[src/rtl/tcc_pkg.sv]
/*
 * Constants shared by the timer/capture/compare core.
 * Assumes a single system clock; registers are reached through plain ports.
 */
//----------------------------------------------------------------
// Operation
//----------------------------------------------------------------
// Operation
// RULE1 - External pin updates counter 2.5-3.5 cycles later; the code takes 2-3 cycles (two sync flops, combinational edge detect)
// RULE2 - Enable external count only while pin stable
// RULE3 - External clock below system clock over two
// RULE4 - Each external edge gives one tick
// RULE5 - Count up to top, then restart zero
// RULE6 - Clock select zero stops; CPU access remains
// RULE7 - CPU count write beats clear or increment
// RULE8 - Overflow flag set at maximum, requests interrupt
// RULE9 - Capture source pin, or comparator when selected
// RULE10 - Matching edge copies count, sets capture flag
// RULE11 - Capture flag cleared by service or write-one
// RULE12 - Source switch may capture; software clears flag
// RULE13 - Capture inputs synchronised; filter adds four cycles
// RULE14 - Filter needs four equal samples, system clock
// RULE15 - Capture uses compare A low, B high
// RULE16 - New capture overwrites unread capture value
// RULE17 - Equality sets compare flag next tick
// RULE18 - 8-bit: flags A,B; 16-bit: A only
// RULE19 - Compare flags cleared by service or write-one
// RULE20 - Count write blocks matches next tick
// RULE21 - Duty measurement: flip edge, clear flag
// RULE22 - Driven port bit of capture pin captures
// RULE23 - Clear-on-match resets counter at compare A
// RULE24 - Select 7 rising ticks, 6 falling ticks
// RULE25 - 16-bit normal wraps at ffff, sets overflow
package tcc_pkg;

    localparam logic [2:0]  TCC_CS_STOP    = 3'h0;
    localparam logic [2:0]  TCC_CS_SYS     = 3'h1;
    localparam logic [2:0]  TCC_CS_EXT_FALL = 3'h6;
    localparam logic [2:0]  TCC_CS_EXT_RISE = 3'h7;
    localparam logic [15:0] TCC_MAX16      = 16'hffff;
    localparam logic [7:0]  TCC_MAX8       = 8'hff;
    localparam logic [15:0] TCC_COUNT_RST  = 16'h0000;
    localparam logic [7:0]  TCC_REG_RST    = 8'h00;
    localparam int          TCC_FILT_LEN   = 4;

endpackage

[src/rtl/tcc_edge_sync.sv]
/*
 * Two-flop synchroniser with optional four-sample filter and edge detect.
 * Assumes the input is asynchronous to i_clk_sys.
 */
`timescale 1ns/1ps
module tcc_edge_sync
    import tcc_pkg::*;
(
    // Clock and reset
    input  wire logic i_clk_sys,
    input  wire logic i_rst_n,
    // Control
    input  wire logic i_filter_en,
    // Signal
    input  wire logic i_async,
    output logic      o_level,
    output logic      o_rise,
    output logic      o_fall
);

    typedef struct packed {
        logic                    meta;
        logic                    sync;
        logic [TCC_FILT_LEN-2:0] hist;
        logic                    filt;
        logic                    prev;
    } tcc_es_t;

    tcc_es_t st_reg;
    tcc_es_t st_next;
    logic    src;

    always_comb begin
        st_next      = st_reg;
        st_next.meta = i_async;
        st_next.sync = st_reg.meta;
        st_next.hist = {st_reg.hist[TCC_FILT_LEN-3:0], st_reg.sync};
        // RULE14 four equal samples
        // Newest sample counts too, so the filter adds exactly four cycles
        if (&{st_reg.hist, st_reg.sync}) begin
            st_next.filt = 1'b1;
        end else if (~|{st_reg.hist, st_reg.sync}) begin
            st_next.filt = 1'b0;
        end
        // RULE13 filter adds delay
        src          = i_filter_en ? st_reg.filt : st_reg.sync;
        st_next.prev = src;
    end

    always_ff @(posedge i_clk_sys or negedge i_rst_n) begin
        if (!i_rst_n) begin
            st_reg <= '0;
        end else begin
            st_reg <= st_next;
        end
    end

    assign o_level = st_reg.prev;
    // RULE4 one pulse per edge
    assign o_rise  = src & ~st_reg.prev;
    assign o_fall  = ~src & st_reg.prev;

endmodule

[src/rtl/tcc_timer.sv]
/*
 * Timer/counter core: tick selection, 8/16-bit counter, input capture
 * and two-channel compare. Assumes the CPU side presents one-cycle write
 * strobes with full 16-bit data (byte pairing is done outside), and
 * one-cycle interrupt-service pulses per flag.
 */
`timescale 1ns/1ps
module tcc_timer
    import tcc_pkg::*;
(
    // Clock and reset
    input  wire logic        i_clk_sys,
    input  wire logic        i_reset_n,
    // Control configuration
    input  wire logic [2:0]  i_clock_select,
    input  wire logic        i_prescale_tick,
    input  wire logic        i_width_sel,
    input  wire logic        i_clear_on_match_sel,
    input  wire logic        i_capture_mode_en,
    input  wire logic        i_comparator_capture_sel,
    input  wire logic        i_capture_filter_en,
    input  wire logic        i_capture_rising,
    input  wire logic        i_capture_irq_en,
    input  wire logic        i_compare_a_irq_en,
    input  wire logic        i_compare_b_irq_en,
    input  wire logic        i_overflow_irq_en,
    // CPU writes
    input  wire logic        i_count_wr,
    input  wire logic [15:0] i_count_wdata,
    input  wire logic        i_compare_a_wr,
    input  wire logic [7:0]  i_compare_a_wdata,
    input  wire logic        i_compare_b_wr,
    input  wire logic [7:0]  i_compare_b_wdata,
    // Flag clears (write-one or interrupt service)
    input  wire logic        i_overflow_clr,
    input  wire logic        i_capture_clr,
    input  wire logic        i_compare_a_clr,
    input  wire logic        i_compare_b_clr,
    // Pins
    input  wire logic        i_ext_count_pin,
    input  wire logic        i_capture_pin,
    input  wire logic        i_comparator_out,
    // Status
    output logic [15:0]      o_count_value,
    output logic [7:0]       o_compare_a_reg,
    output logic [7:0]       o_compare_b_reg,
    output logic             o_overflow_flag,
    output logic             o_capture_flag,
    output logic             o_compare_a_flag,
    output logic             o_compare_b_flag,
    output logic             o_overflow_irq,
    output logic             o_capture_irq,
    output logic             o_compare_a_irq,
    output logic             o_compare_b_irq
);

    //----------------------------------------------------------------
    // Reset release
    //----------------------------------------------------------------
    logic [1:0] rst_sync_reg;
    logic       rst_n;

    always_ff @(posedge i_clk_sys or negedge i_reset_n) begin
        if (!i_reset_n) begin
            rst_sync_reg <= 2'h0;
        end else begin
            rst_sync_reg <= {rst_sync_reg[0], 1'b1};
        end
    end
    assign rst_n = rst_sync_reg[1];

    //----------------------------------------------------------------
    // Input synchronisers
    //----------------------------------------------------------------
    logic ext_rise;
    logic ext_fall;
    logic cap_pin_rise;
    logic cap_pin_fall;
    logic cap_pin_lvl;
    logic cmp_rise;
    logic cmp_fall;
    logic cmp_lvl;

    // RULE1 sync then edge
    tcc_edge_sync u_ext_sync (
        .i_clk_sys   (i_clk_sys),
        .i_rst_n     (rst_n),
        .i_filter_en (1'b0),
        .i_async     (i_ext_count_pin),
        .o_level     (),
        .o_rise      (ext_rise),
        .o_fall      (ext_fall)
    );

    // RULE13 same sync path
    // RULE22 port-driven pin captures too
    tcc_edge_sync u_cap_sync (
        .i_clk_sys   (i_clk_sys),
        .i_rst_n     (rst_n),
        .i_filter_en (i_capture_filter_en),
        .i_async     (i_capture_pin),
        .o_level     (cap_pin_lvl),
        .o_rise      (cap_pin_rise),
        .o_fall      (cap_pin_fall)
    );

    tcc_edge_sync u_cmp_sync (
        .i_clk_sys   (i_clk_sys),
        .i_rst_n     (rst_n),
        .i_filter_en (i_capture_filter_en),
        .i_async     (i_comparator_out),
        .o_level     (cmp_lvl),
        .o_rise      (cmp_rise),
        .o_fall      (cmp_fall)
    );

    //----------------------------------------------------------------
    // State
    //----------------------------------------------------------------
    typedef struct packed {
        logic [15:0] count;
        logic [7:0]  cmp_a;
        logic [7:0]  cmp_b;
        logic        ovf_flag;
        logic        cap_flag;
        logic        cmpa_flag;
        logic        cmpb_flag;
        logic        block;
        logic        src_sel;
        logic        src_lvl;
        logic        ovf_irq;
        logic        cap_irq;
        logic        cmpa_irq;
        logic        cmpb_irq;
    } tcc_state_t;

    tcc_state_t st_reg;
    tcc_state_t st_next;

    logic        tick;
    logic        cap_edge;
    logic        sel_lvl;
    logic        cap_event;
    logic [15:0] top;
    logic [15:0] max_val;
    logic        at_top;
    logic        eq_a;
    logic        eq_b;
    logic        cmp_active;
    logic        match_a;
    logic        match_b;

    always_comb begin
        st_next = st_reg;

        //----------------------------------------------------------------
        // Tick selection
        //----------------------------------------------------------------
        // RULE6 stopped at zero
        // RULE24 edge by select
        case (i_clock_select)
            TCC_CS_STOP:     tick = 1'b0;
            TCC_CS_SYS:      tick = 1'b1;
            TCC_CS_EXT_FALL: tick = ext_fall;
            TCC_CS_EXT_RISE: tick = ext_rise;
            default:         tick = i_prescale_tick;
        endcase

        //----------------------------------------------------------------
        // Capture source
        //----------------------------------------------------------------
        // RULE9 capture source select
        sel_lvl  = i_comparator_capture_sel ? cmp_lvl : cap_pin_lvl;
        cap_edge = i_comparator_capture_sel
                 ? (i_capture_rising ? cmp_rise : cmp_fall)
                 : (i_capture_rising ? cap_pin_rise : cap_pin_fall);
        // RULE12 source switch may capture
        cap_event = i_capture_mode_en &
                    (cap_edge |
                     ((st_reg.src_sel != i_comparator_capture_sel) &
                      (st_reg.src_lvl != sel_lvl) &
                      (sel_lvl == i_capture_rising)));
        st_next.src_sel = i_comparator_capture_sel;
        st_next.src_lvl = sel_lvl;

        //----------------------------------------------------------------
        // Counter
        //----------------------------------------------------------------
        max_val = i_width_sel ? TCC_MAX16 : {8'h00, TCC_MAX8};
        // RULE23 clear at compare A
        top = (!i_width_sel && !i_capture_mode_en && i_clear_on_match_sel)
            ? {8'h00, st_reg.cmp_a} : max_val;
        at_top = (st_reg.count == top);

        // RULE7 CPU write wins
        // RULE5 increment and wrap
        if (i_count_wr) begin
            st_next.count = i_width_sel ? i_count_wdata : {8'h00, i_count_wdata[7:0]};
        end else if (tick) begin
            st_next.count = at_top ? TCC_COUNT_RST : st_reg.count + 16'h0001;
        end

        // RULE8 overflow at maximum
        // RULE25 wrap ffff sets overflow
        if (tick && !i_count_wr && st_reg.count == max_val) begin
            st_next.ovf_flag = 1'b1;
        end else if (i_overflow_clr) begin
            st_next.ovf_flag = 1'b0;
        end

        // RULE15 capture shares compare regs
        // RULE16 overwrite on each capture
        if (i_compare_a_wr) begin
            st_next.cmp_a = i_compare_a_wdata;
        end
        if (i_compare_b_wr) begin
            st_next.cmp_b = i_compare_b_wdata;
        end
        // RULE10 copy and flag together
        if (cap_event) begin
            st_next.cmp_a = st_reg.count[7:0];
            if (i_width_sel) begin
                st_next.cmp_b = st_reg.count[15:8];
            end
        end

        // RULE11 set beats clear
        if (cap_event) begin
            st_next.cap_flag = 1'b1;
        end else if (i_capture_clr) begin
            st_next.cap_flag = 1'b0;
        end

        //----------------------------------------------------------------
        // Compare
        //----------------------------------------------------------------
        // RULE17 continuous compare
        // RULE18 unit count per width
        // Equality is taken on the tick that moves the count on, so a
        // written count equal to a compare value meets the block
        eq_a = i_width_sel ? (st_reg.count == {st_reg.cmp_b, st_reg.cmp_a})
                           : (st_reg.count[7:0] == st_reg.cmp_a);
        eq_b = (st_reg.count[7:0] == st_reg.cmp_b);
        cmp_active = !(i_capture_mode_en && i_width_sel);
        match_a = eq_a && cmp_active && !i_capture_mode_en;
        match_b = eq_b && !i_width_sel;

        // RULE20 write blocks next tick
        if (i_count_wr) begin
            st_next.block = 1'b1;
        end else if (tick) begin
            st_next.block = 1'b0;
        end

        // RULE19 set beats clear
        if (tick && match_a && !st_reg.block && !i_count_wr) begin
            st_next.cmpa_flag = 1'b1;
        end else if (i_compare_a_clr) begin
            st_next.cmpa_flag = 1'b0;
        end
        if (tick && match_b && !st_reg.block && !i_count_wr) begin
            st_next.cmpb_flag = 1'b1;
        end else if (i_compare_b_clr) begin
            st_next.cmpb_flag = 1'b0;
        end

        //----------------------------------------------------------------
        // Interrupt requests
        //----------------------------------------------------------------
        st_next.ovf_irq  = st_next.ovf_flag & i_overflow_irq_en;
        st_next.cap_irq  = st_next.cap_flag & i_capture_irq_en;
        st_next.cmpa_irq = st_next.cmpa_flag & i_compare_a_irq_en;
        st_next.cmpb_irq = st_next.cmpb_flag & i_compare_b_irq_en;
    end

    always_ff @(posedge i_clk_sys or negedge rst_n) begin
        if (!rst_n) begin
            st_reg <= '0;
        end else begin
            st_reg <= st_next;
        end
    end

    //----------------------------------------------------------------
    // Outputs
    //----------------------------------------------------------------
    assign o_count_value    = st_reg.count;
    assign o_compare_a_reg  = st_reg.cmp_a;
    assign o_compare_b_reg  = st_reg.cmp_b;
    assign o_overflow_flag  = st_reg.ovf_flag;
    assign o_capture_flag   = st_reg.cap_flag;
    assign o_compare_a_flag = st_reg.cmpa_flag;
    assign o_compare_b_flag = st_reg.cmpb_flag;
    assign o_overflow_irq   = st_reg.ovf_irq;
    assign o_capture_irq    = st_reg.cap_irq;
    assign o_compare_a_irq  = st_reg.cmpa_irq;
    assign o_compare_b_irq  = st_reg.cmpb_irq;

endmodule

[config.mk]
export PLATFORM = sky130hd
export DESIGN_NAME = tcc_timer
export DESIGN_NICKNAME = d
export VERILOG_FILES = /design/src/rtl/tcc_pkg.sv /design/src/rtl/tcc_edge_sync.sv /design/src/rtl/tcc_timer.sv
export SDC_FILE = /design/constraint.sdc
export NUM_CORES = 1
export LEC_CHECK = 0
export BUFFER_PORTS_ARGS = -buffer_cell sky130_fd_sc_hd__buf_2
export CAP_MARGIN = 0
export CORE_ASPECT_RATIO = 0.75
export CORE_MARGIN = 2
export CORE_UTILIZATION = 55
export DETAILED_ROUTE_END_ITERATION = 7
export PLACE_DENSITY = 0.82
export SETUP_SLACK_MARGIN = 0.05
export SYNTH_ARGS = -nofsm -noshare
export SYNTH_HDL_FRONTEND = slang
export SYNTH_SLANG_ARGS = --single-unit
[constraint.sdc]
create_clock -name i_clk_sys -period 4 [get_ports i_clk_sys]
set_input_delay 0.8 -clock i_clk_sys [delete_from_list [all_inputs] [get_ports i_clk_sys]]
set_output_delay 0.8 -clock i_clk_sys [all_outputs]
set_load 0.02 [all_outputs]
After elaboration in Yosys (flattened, before gate mapping)
Index checks and enable logic that the tools add are counted.
- flip-flop bits (word level): 62
- bits in latches: 0
- memory bits (writable): 0
- ROM bits: 0
- input bits: 58
- output and inout port bits: 40
- memories: 0
- add/subtract/negate cells: 1
- multipliers: 0
- divide/modulo/power cells: 0
- order comparisons: 0
- equality and inequality tests: 13
- shift operators: 0
- muxes and demuxes: 32
- bitwise logic cells: 20
- reductions and logical operators: 26
- operator list (cell ; number):
    $mux W16 ; 7
    $eq A16 B16 Y1 ; 3
    $mux W8 ; 3
    $mux W1 ; 21
    $add A16 B1 Y16 const B ; 1
    $eq A8 B8 Y1 ; 2
    $logic_and A1 B1 Y1 ; 14
    $and A1 B1 Y1 ; 13
    $reduce_and A4 Y1 ; 2
    $reduce_or A4 Y1 ; 2
    $eq A3 B3 Y1 const B ; 2
    $not A1 Y1 ; 6
    $logic_not A1 Y1 ; 5
    $ne A2 B1 Y1 const B ; 2
    $pmux W1 S4 ; 1
    $reduce_bool A2 Y1 ; 2
    $eq A3 B1 Y1 const B ; 1
    $logic_not A3 Y1 ; 1
    $ne A1 B1 Y1 ; 2
    $eq A1 B1 Y1 ; 1
    $or A1 B1 Y1 ; 1

Logic depth before layout (Yosys ltp)
Gate-level depths: netlist of the first run.
- depth in word-level cells: 9
- gate-level depth with buffers: 8
- mapped depth without buffers: 7

By module
From an unflattened synthesis of the first run, not the netlist that was laid out.
- cell total of the unflattened synthesis: 377
- area total of the unflattened synthesis: 3607.2 sq um
- modules (own cells, without submodules) (module ; instances ; cells an instance ; area each (sq um) ; seq. area each (sq um)):
    tcc_timer ; 1 ; 335 ; 2931.6 ; 1126.1
    tcc_edge_sync ; 3 ; 14 ; 225.2 ; 175.2

Worst setup path before layout of the first run
OpenSTA, ideal clock, no wires.
- path kind: in2reg
- start: in i_width_sel
- end: reg st_reg, in the netlist o_count_value[10]
- arrival time: 2.126 ns
- data required time: 3.877 ns
- path slack: 1.752 ns
- stages: 7
- path buffers: 1
- path through: or3b_4 a221o_1 a21boi_2 o2111ai_2 buf_6 a31oi_1 nand2_1
- longest elaborated chain between the ends: 8
- elaborated cells on any way between the ends: 10
- those cells by class: eq/ne: 1; mux: 6; reduce/logical: 3
- RTL lines (element ; RTL line ; source):
    from (decl) ; tcc_timer.sv:17 ; input wire logic i_width_sel,
    $logic_not A1 Y1 ; tcc_timer.sv:191 ; top = (!i_width_sel && !i_capture_mode_en && i_clear_on_match_sel)
    $logic_and A1 B1 Y1 (2 in series) ; tcc_timer.sv:191 ;
    $mux W16 ; tcc_timer.sv:192 ; ? {8'h00, st_reg.cmp_a} : max_val;
    $eq A16 B16 Y1 ; tcc_timer.sv:193 ; at_top = (st_reg.count == top);
    $mux W16 ; tcc_timer.sv:200 ; st_next.count = at_top ? TCC_COUNT_RST : st_reg.count + 16'h0001;
    $mux W16 ; tcc_timer.sv:199 ; end else if (tick) begin
    $mux W16 * ; tcc_timer.sv:197 ; if (i_count_wr) begin
    to (signal assigned) ; tcc_timer.sv:280 ; st_reg <= st_next;
    to (decl) ; tcc_timer.sv:137 ; tcc_state_t st_reg;
Mark *: on every way between the ends. The rest lies on a longest branch, timed or not. The select of a mux whose other input is x is not followed.
A chain may end at the register's enable or synchronous reset.

Worst setup path in the final report of the first run
Same ends and word-level chain as after synthesis.

==> out/metrics.csv, run 1 <==
metric;value;unit
status;finished, final reports clean;
Post-CTS Setup Bufs;0;
fin cells;502;
Layout Skew;0.00570;ns
I/O pins;98;
post-synthesis net count;420;
Vias/cell;5.79;
DRT iter0 DRCs;289;
most frequent cells in the layout;97 x buf_2, 61 x dfrtp_1, 20 x nand2_1, 20 x nor2_1, 16 x mux2_1;
filler cell count;518;
Max Cap Viol;0;
total gr overflow;0;
Core ar.;6220;um2
First-pass DRT Iterations;4;
Final Critical Period;2.42;ns
die span in x;96.3;um
Ys Warns;0;
WL/cell;16.7;um
Hold Vio Cnt, Final;0;
clk_lat worst skew;0.34;ns
Cell Area, Synth;3510;um2
CP Capture Type;flop;
Final HPWL DP;6.18;mm
via count;2906;
sequential fraction of the synthesis area;44.2;%
Die ar.;7050;um2
Min-Delay Path Class;reg -> async;
dominant synthesized flop cell;dfrtp_1;
clock sinks;62;
Antenna Nets Post-Route;0;
critical path peak fanout;13;
RSZ-0062 raised after global routing;false;
largest net degree at the start of global routing;42;
fmax;0.413;GHz
Tightest Pin Transition;0.832;ns
Setup Viol. Count Final;0;
Final Instance Area;3940;um2
Post-CTS Hold Buffers;0;
Static Leak;1.81;nW
required time worst endpoint;4.23;ns
Clk Tree Root Cell;clkbuf_8;
share of cells above drive strength 1;30.9;%
Max VDD drop;0.216;mV
critical path class;in -> reg;
fin util;63.3;%
Power Density;421;nW/um2
post_cts resized;0;
period utilisation layout;60.5;%
GRT Resource Usage Total;25.1;%
routed wire length;8.39;mm
register bit count reported by yosys;62;
PortBufs;97;
nets@finish;475;
Mapped Cells;361;
fin. max-slew vios;0;
CTS clk-pin slew, worst paths;0.07;ns
Worst Path Arrival;2.65;ns
Post-synth EDFFs;0;
starting density of the core;56.4;%
Num CTS Buffers;9;
first-pass GRT wire length;13.3;mm
Avg Cell Area, Syn;9.73;um2
Placer Congestion;0.887;
area growth from synthesis to layout;12.3;%
Post-Place Setup Slack;1.27;ns
distinct cell type count after synthesis;56;
vias in the first global route;2705;
initial antenna violation count;0;
setup TNS;0;ns
DRC;0;
Pwr Total;1.66;mW
Inst Count DP;486;
CP Launch Type;input pin;
Worst slew margin;44.4;%
CTS tree;built;
hold slack;0.214;ns
row count;25;
Die Ht;73.2;um
final worst slack;1.58;ns
placed standard-cell area;3770;um2
ANT cells;0;
Clock Tree Buf Depth;2;
ys async rst share;100;%
most common cell after layout, fill and taps aside;buf_2;
max reg flops;16;
CTS H-tree lvls;3;
==> cells in the mapped netlist (3+ instances only) <==
cell type  number  area, um2
a21oi_1        12       60.1
clkbuf_1       15       56.3
nand4_1        10       62.6
mux2i_1         8       80.1
inv_2           7       26.3
inv_1           8       30.0
o22ai_1         4       25.0
a32oi_1         9       78.8
dfrtp_1        62       1550
a31oi_1         4       25.0
nor2b_1         4       25.0
nor3b_1         3       22.5
nand2_1        20       75.1
nor2_1         20       75.1
nor4b_1         4       35.0
o21ai_1        12       60.1
or3_1           4       25.0
xnor2_1        10       87.6
and2_1          5       31.3
buf_4          32        240
nor4_1          5       31.3
buf_2           5       25.0
nand3b_1        5       37.5
nand3_1        15       75.1
o21ai_0         5       25.0
xor2_1         10       87.6
mux2_1         16        180
nor3_1         10       50.1
==> per-layer routing <==
| layer | vias up | routed length, um | global-route usage [%] | part of all wire (%) |
|---|---|---|---|---|
| met2 | 140 | 3640 | 35.5 | 43 |
| met1 | 1382 | 3830 | 36.3 | 46 |
| met4 | 0 | 162 | 10.5 | 1.9 |
| met5 | - | 0 | 0 | 0 |
| li1 | 1365 | - | - | - |
| met3 | 19 | 756 | 7.13 | 9.0 |
==> cells by family (layout without fill, tap and decap cells) <==
group	count (synthesis)	after routing	share of synthesized area (%)
simple gates	115	115	17.8
flops	62	62	44.2
xor+xnor	20	20	4.99
buf+inv	70	130	11.3
mux	26	26	8.05
compound gates	66	66	13.2
fa+ha+maj	1	1	0.356
other cells	1	1	0.107
==> path summary, 6_finish.rpt <==
check,start,end,slack [ns],cells after the start
max in group asynchronous,rst_sync_reg[1],o_overflow_flag,2.92,1
hold / removal,rst_sync_reg[1],o_compare_b_reg[3],0.21,0
setup / recovery,i_width_sel,o_count_value[10],1.58,7
min in group i_clk_sys,u_ext_sync.st_next[5],u_ext_sync.st_next[2],0.35,0
hold reg to reg,rst_sync_reg[1],o_compare_b_reg[3],0.21,0
setup reg to reg,u_cmp_sync.st_next[2],o_compare_b_reg[6],1.82,5
==> worst max-delay path: stages <==
cell	delay, ns
buf_2	0.18
or3b_4	0.45
a221o_1	0.31
a21boi_2	0.17
o2111ai_2	0.36
a31oi_1	0.29
nand2_1	0.07
==> layout make-up <==
type,count,area [um2],area share (%)
Tap cell,81,101,2.57
Inverter,15,56.3,1.43
Clock inverter,4,22.5,0.571
Clock buffer,12,145,3.68
Sequential cell,62,1550,39.4
Timing Repair Buffer,99,500,12.7
Multi-Input combinational cell,229,1560,39.7
==> where the power goes <==
part / total [mW] / internal, mW / switching (mW) / leakage [nW]
logic: 0.385 / 0.164 / 0.220 / 0.974
registers: 0.802 / 0.689 / 0.113 / 0.753
clock network: 0.473 / 0.239 / 0.235 / 0.0861
Power figures use the tool's default switching activity.
==> run 2: changes to the inputs <==
Settings changed: ABC_AREA set to 1, CORE_UTILIZATION 55 to 49, PLACE_DENSITY 0.82 to 0.76.
Clock period 4 ns to 2.12 ns, I/O delays scaled along.
==> out/metrics.csv, run 2 <==
metric;value;unit;change
Compound-Gate Fraction of Synth Area;9.29;%;was 13.2%
fmax;0.534;GHz;
multiplexer share of the synthesized area;0.280;%;was 8.05%
Static Leak;2.40;nW;was 1.81 nW
area share of fa/ha/maj cells after synthesis;0.311;%;was 0.356%
Antenna Nets Post-Route;0;;unchanged
post_cts resized;0;;unchanged
dominant synthesized flop cell;dfrtp_1;;unchanged
First-pass DRT Iterations;5;;was 4
Post-Synth XOR/XNOR Area;1.96;%;was 4.99%
Ys Warns;0;;unchanged
final worst slack;0.248;ns;was 1.58 ns
Core ar.;7920;um2;was 6220 um2
nets@finish;674;;was 475
Die Ht;82.5;um;was 73.2 um
cell repeated most along the worst path;nand3_1;;
clk_lat worst skew;0.35;ns;was 0.34 ns
Final Instance Area;4570;um2;was 3940 um2
Cell Area, Synth;4030;um2;was 3510 um2
met2 usage;39.5;%;was 35.5%
Max VDD drop;0.347;mV;was 0.216 mV
worst path cell trace;ha_1 -> nand2_1 -> nor2_4 -> nand2_1 -> nor2_2 -> nand3_1 -> xor2_1 -> nand3_1 -> nand3_1;;was buf_2 -> or3b_4 -> a221o_1 -> a21boi_2 -> o2111ai_2 -> a31oi_1 -> nand2_1
vias in the first global route;3655;;was 2705
largest net degree at the start of global routing;38;;was 42
gr busiest metal;met2;;was met1
Worst Path Arrival;2.10;ns;was 2.65 ns
RSZ-0062 raised after global routing;false;;unchanged
CP Capture Type;flop;;unchanged
clock sinks;62;;unchanged
ANT cells;0;;unchanged
I/O pins;98;;unchanged
internal power;2.21;mW;was 1.09 mW
met1 GRT Util;36.1;%;was 36.3%
placed standard-cell area;4360;um2;was 3770 um2
main area contributors after synthesis;dfrtp_1 39%, nand2_1 14%, buf_4 7.1%;;was dfrtp_1 44%, buf_4 6.8%, mux2_1 5.1%
Clk Tree Root Cell;clkbuf_8;;unchanged
max reg flops;16;;unchanged
met3 GRT Util;5.57;%;was 7.13%
sequential fraction of the synthesis area;38.5;%;was 44.2%
count leader, synth;nand2_1;;was dfrtp_1
crit path buf inv count;0;;was 1
Mapped Cells;546;;was 361
setup TNS;0;ns;unchanged
Synth top cells by count;155 x nand2_1, 62 x dfrtp_1, 56 x nand3_1;;was 62 x dfrtp_1, 32 x buf_4, 20 x nand2_1, 20 x nor2_1, 16 x mux2_1
Avg Cell Area, Syn;7.37;um2;was 9.73 um2
Final HPWL DP;8.26;mm;was 6.18 mm
status;finished, final reports clean;;unchanged
Switch Pwr;1.37;mW;was 0.569 mW
GRT Resource Usage Total;25.5;%;was 25.1%
critical path class;reg -> reg;;was in -> reg
CTS clk-pin slew, worst paths;0.08;ns;was 0.07 ns
Post-CTS Hold Buffers;1;;was 0
Post-CTS Setup Bufs;0;;unchanged
Vias/cell;5.34;;was 5.79
share of cells above drive strength 1;26.0;%;was 30.9%
Worst slew margin;61.2;%;was 44.4%
first-pass GRT wire length;17.6;mm;was 13.3 mm
Post-synth EDFFs;0;;unchanged
row count;28;;was 25
combinational power share;27.2;%;was 23.2%
area growth from synthesis to layout;13.5;%;was 12.3%
max incr delay on CP;0.55;ns;was 0.45 ns
period utilisation layout;88.3;%;
clock power share;30.4;%;was 28.5%
critical path peak fanout;9;;was 13
Synth top area share;38.5;%;was 44.2%
ys async rst share;100;%;unchanged
Max Cap Viol;0;;unchanged
DRT iter0 DRCs;318;;was 289
Post-Place Setup Slack;0.325;ns;was 1.27 ns
CTS tree;built;;unchanged
Hold Vio Cnt, Final;0;;unchanged
fin. max-slew vios;0;;unchanged
CTS H-tree lvls;3;;unchanged
Die ar.;8960;um2;was 7050 um2
via count;3869;;was 2906
delay-heaviest family, CP;simple AND/OR/NAND/NOR gates;;was compound AO/OA/AOI/OAI gates
CP Launch Type;flop;;was input pin
Slowest-stage cell, CP;dfrtp_1;;was or3b_4
post-synthesis net count;605;;was 420
Power Density;783;nW/um2;was 421 nW/um2
Reg power frac;42.4;%;was 48.3%
main combinational cell family by area after synthesis;simple AND/OR/NAND/NOR gates;;unchanged
Placer Congestion;0.954;;was 0.887
starting density of the core;50.8;%;was 56.4%
Setup Viol. Count Final;0;;unchanged
DRC;0;;unchanged
Final Critical Period;1.87;ns;
Layout Skew;0.00926;ns;was 0.00570 ns
Clock Tree Buf Depth;2;;unchanged
Net Sw Frac;38.4;%;was 34.2%
Synth area leader;dfrtp_1;;unchanged
most common cell after layout, fill and taps aside;nand2_1;;was buf_2
initial antenna violation count;0;;unchanged
register bit count reported by yosys;62;;unchanged
WL/cell;14.8;um;was 16.7 um
Tightest Pin Transition;0.582;ns;was 0.832 ns
distinct cell type count after synthesis;42;;was 56
Num CTS Buffers;9;;unchanged
Min-Delay Path Class;in -> reg;;was reg -> async
most frequent cells in the layout;155 x nand2_1, 97 x buf_2, 61 x dfrtp_1, 56 x nand3_1, 54 x inv_1;;was 97 x buf_2, 61 x dfrtp_1, 20 x nand2_1, 20 x nor2_1, 16 x mux2_1
PortBufs;97;;unchanged
total gr overflow;0;;unchanged
required time worst endpoint;2.35;ns;was 4.23 ns
simple-gate share of the synthesized area;35.2;%;was 17.8%
die span in x;109;um;was 96.3 um
routed wire length;10.7;mm;was 8.39 mm
-- run 2: changes by cell type after synthesis, moves of 16 or more --
| cell | delta |
|---|---|
| o21ai_0 | +27 |
| nand2_1 | +135 |
| mux2_1 | -16 |
| nand3_1 | +41 |
| inv_1 | +46 |
-- run 2: layer usage --
metal	up-vias	share of wire (%)
met2	190	42
met5	-	0
met4	0	0.99
met1	1786	47
li1	1877	-
met3	16	9.3
-- run 2: logic make-up (layout without fill, tap and decap cells) --
kind of cell | Yosys count | count (layout)
and+or+nand+nor | 298 | 298
DFF | 62 | 62
adders and majority gates | 1 | 1
buffers and inverters | 107 | 181
muxes | 1 | 1
AOI/OAI and AO/OA | 67 | 67
xor gates and xnor gates | 9 | 9
other | 1 | 1
-- run 2: cell type report --
cell class | instances | area, um2
clock inverter | 7 | 80.1
tap | 105 | 131
inverter | 62 | 238
sequential | 62 | 1550
multi-input combinational | 377 | 1900
clock buffer | 9 | 124
fill | 792 | 3350
timing repair buffer | 103 | 546
-- run 2: path summary, 6_finish.rpt --
path / from / end / slack (ns) / cells past startpoint
setup / recovery: o_count_value[1] / o_count_value[14] / 0.25 / 9
hold / removal: i_capture_pin / u_cap_sync.st_next[5] / 0.18 / 1
setup reg to reg: o_count_value[1] / o_count_value[14] / 0.25 / 9
hold reg to reg: rst_sync_reg[1] / u_cap_sync.st_next[5] / 0.26 / 0
max in group asynchronous: rst_sync_reg[1] / u_cap_sync.st_reg[4] / 1.26 / 1
min in group asynchronous: rst_sync_reg[1] / u_cap_sync.st_next[5] / 0.26 / 0
-- run 2: per-stage QoR --
| stage | cells | power (mW) | util, % | hold slack [ns] |
|---|---|---|---|---|
| after floorplan | 546 | 2.29 | - | 0.128 |
| after global placement | 708 | 2.48 | 55.0 | 0.208 |
| after detailed placement | 708 | 2.50 | 55.0 | 0.210 |
| after CTS | 725 | 3.59 | 57.7 | 0.168 |
| after global routing | 725 | 3.79 | 57.7 | 0.165 |
| final | 725 | 3.58 | 57.7 | 0.179 |
-- run 2: power by group through the flow --
stage                     registers, mW  logic [mW]  clock network, mW
after floorplan                    1.46       0.829                  0
after global placement             1.53       0.950                  0
after detailed placement           1.53       0.965                  0
after CTS                          1.51       0.971               1.11
after global routing               1.54        1.09               1.16
final                              1.52       0.974               1.09
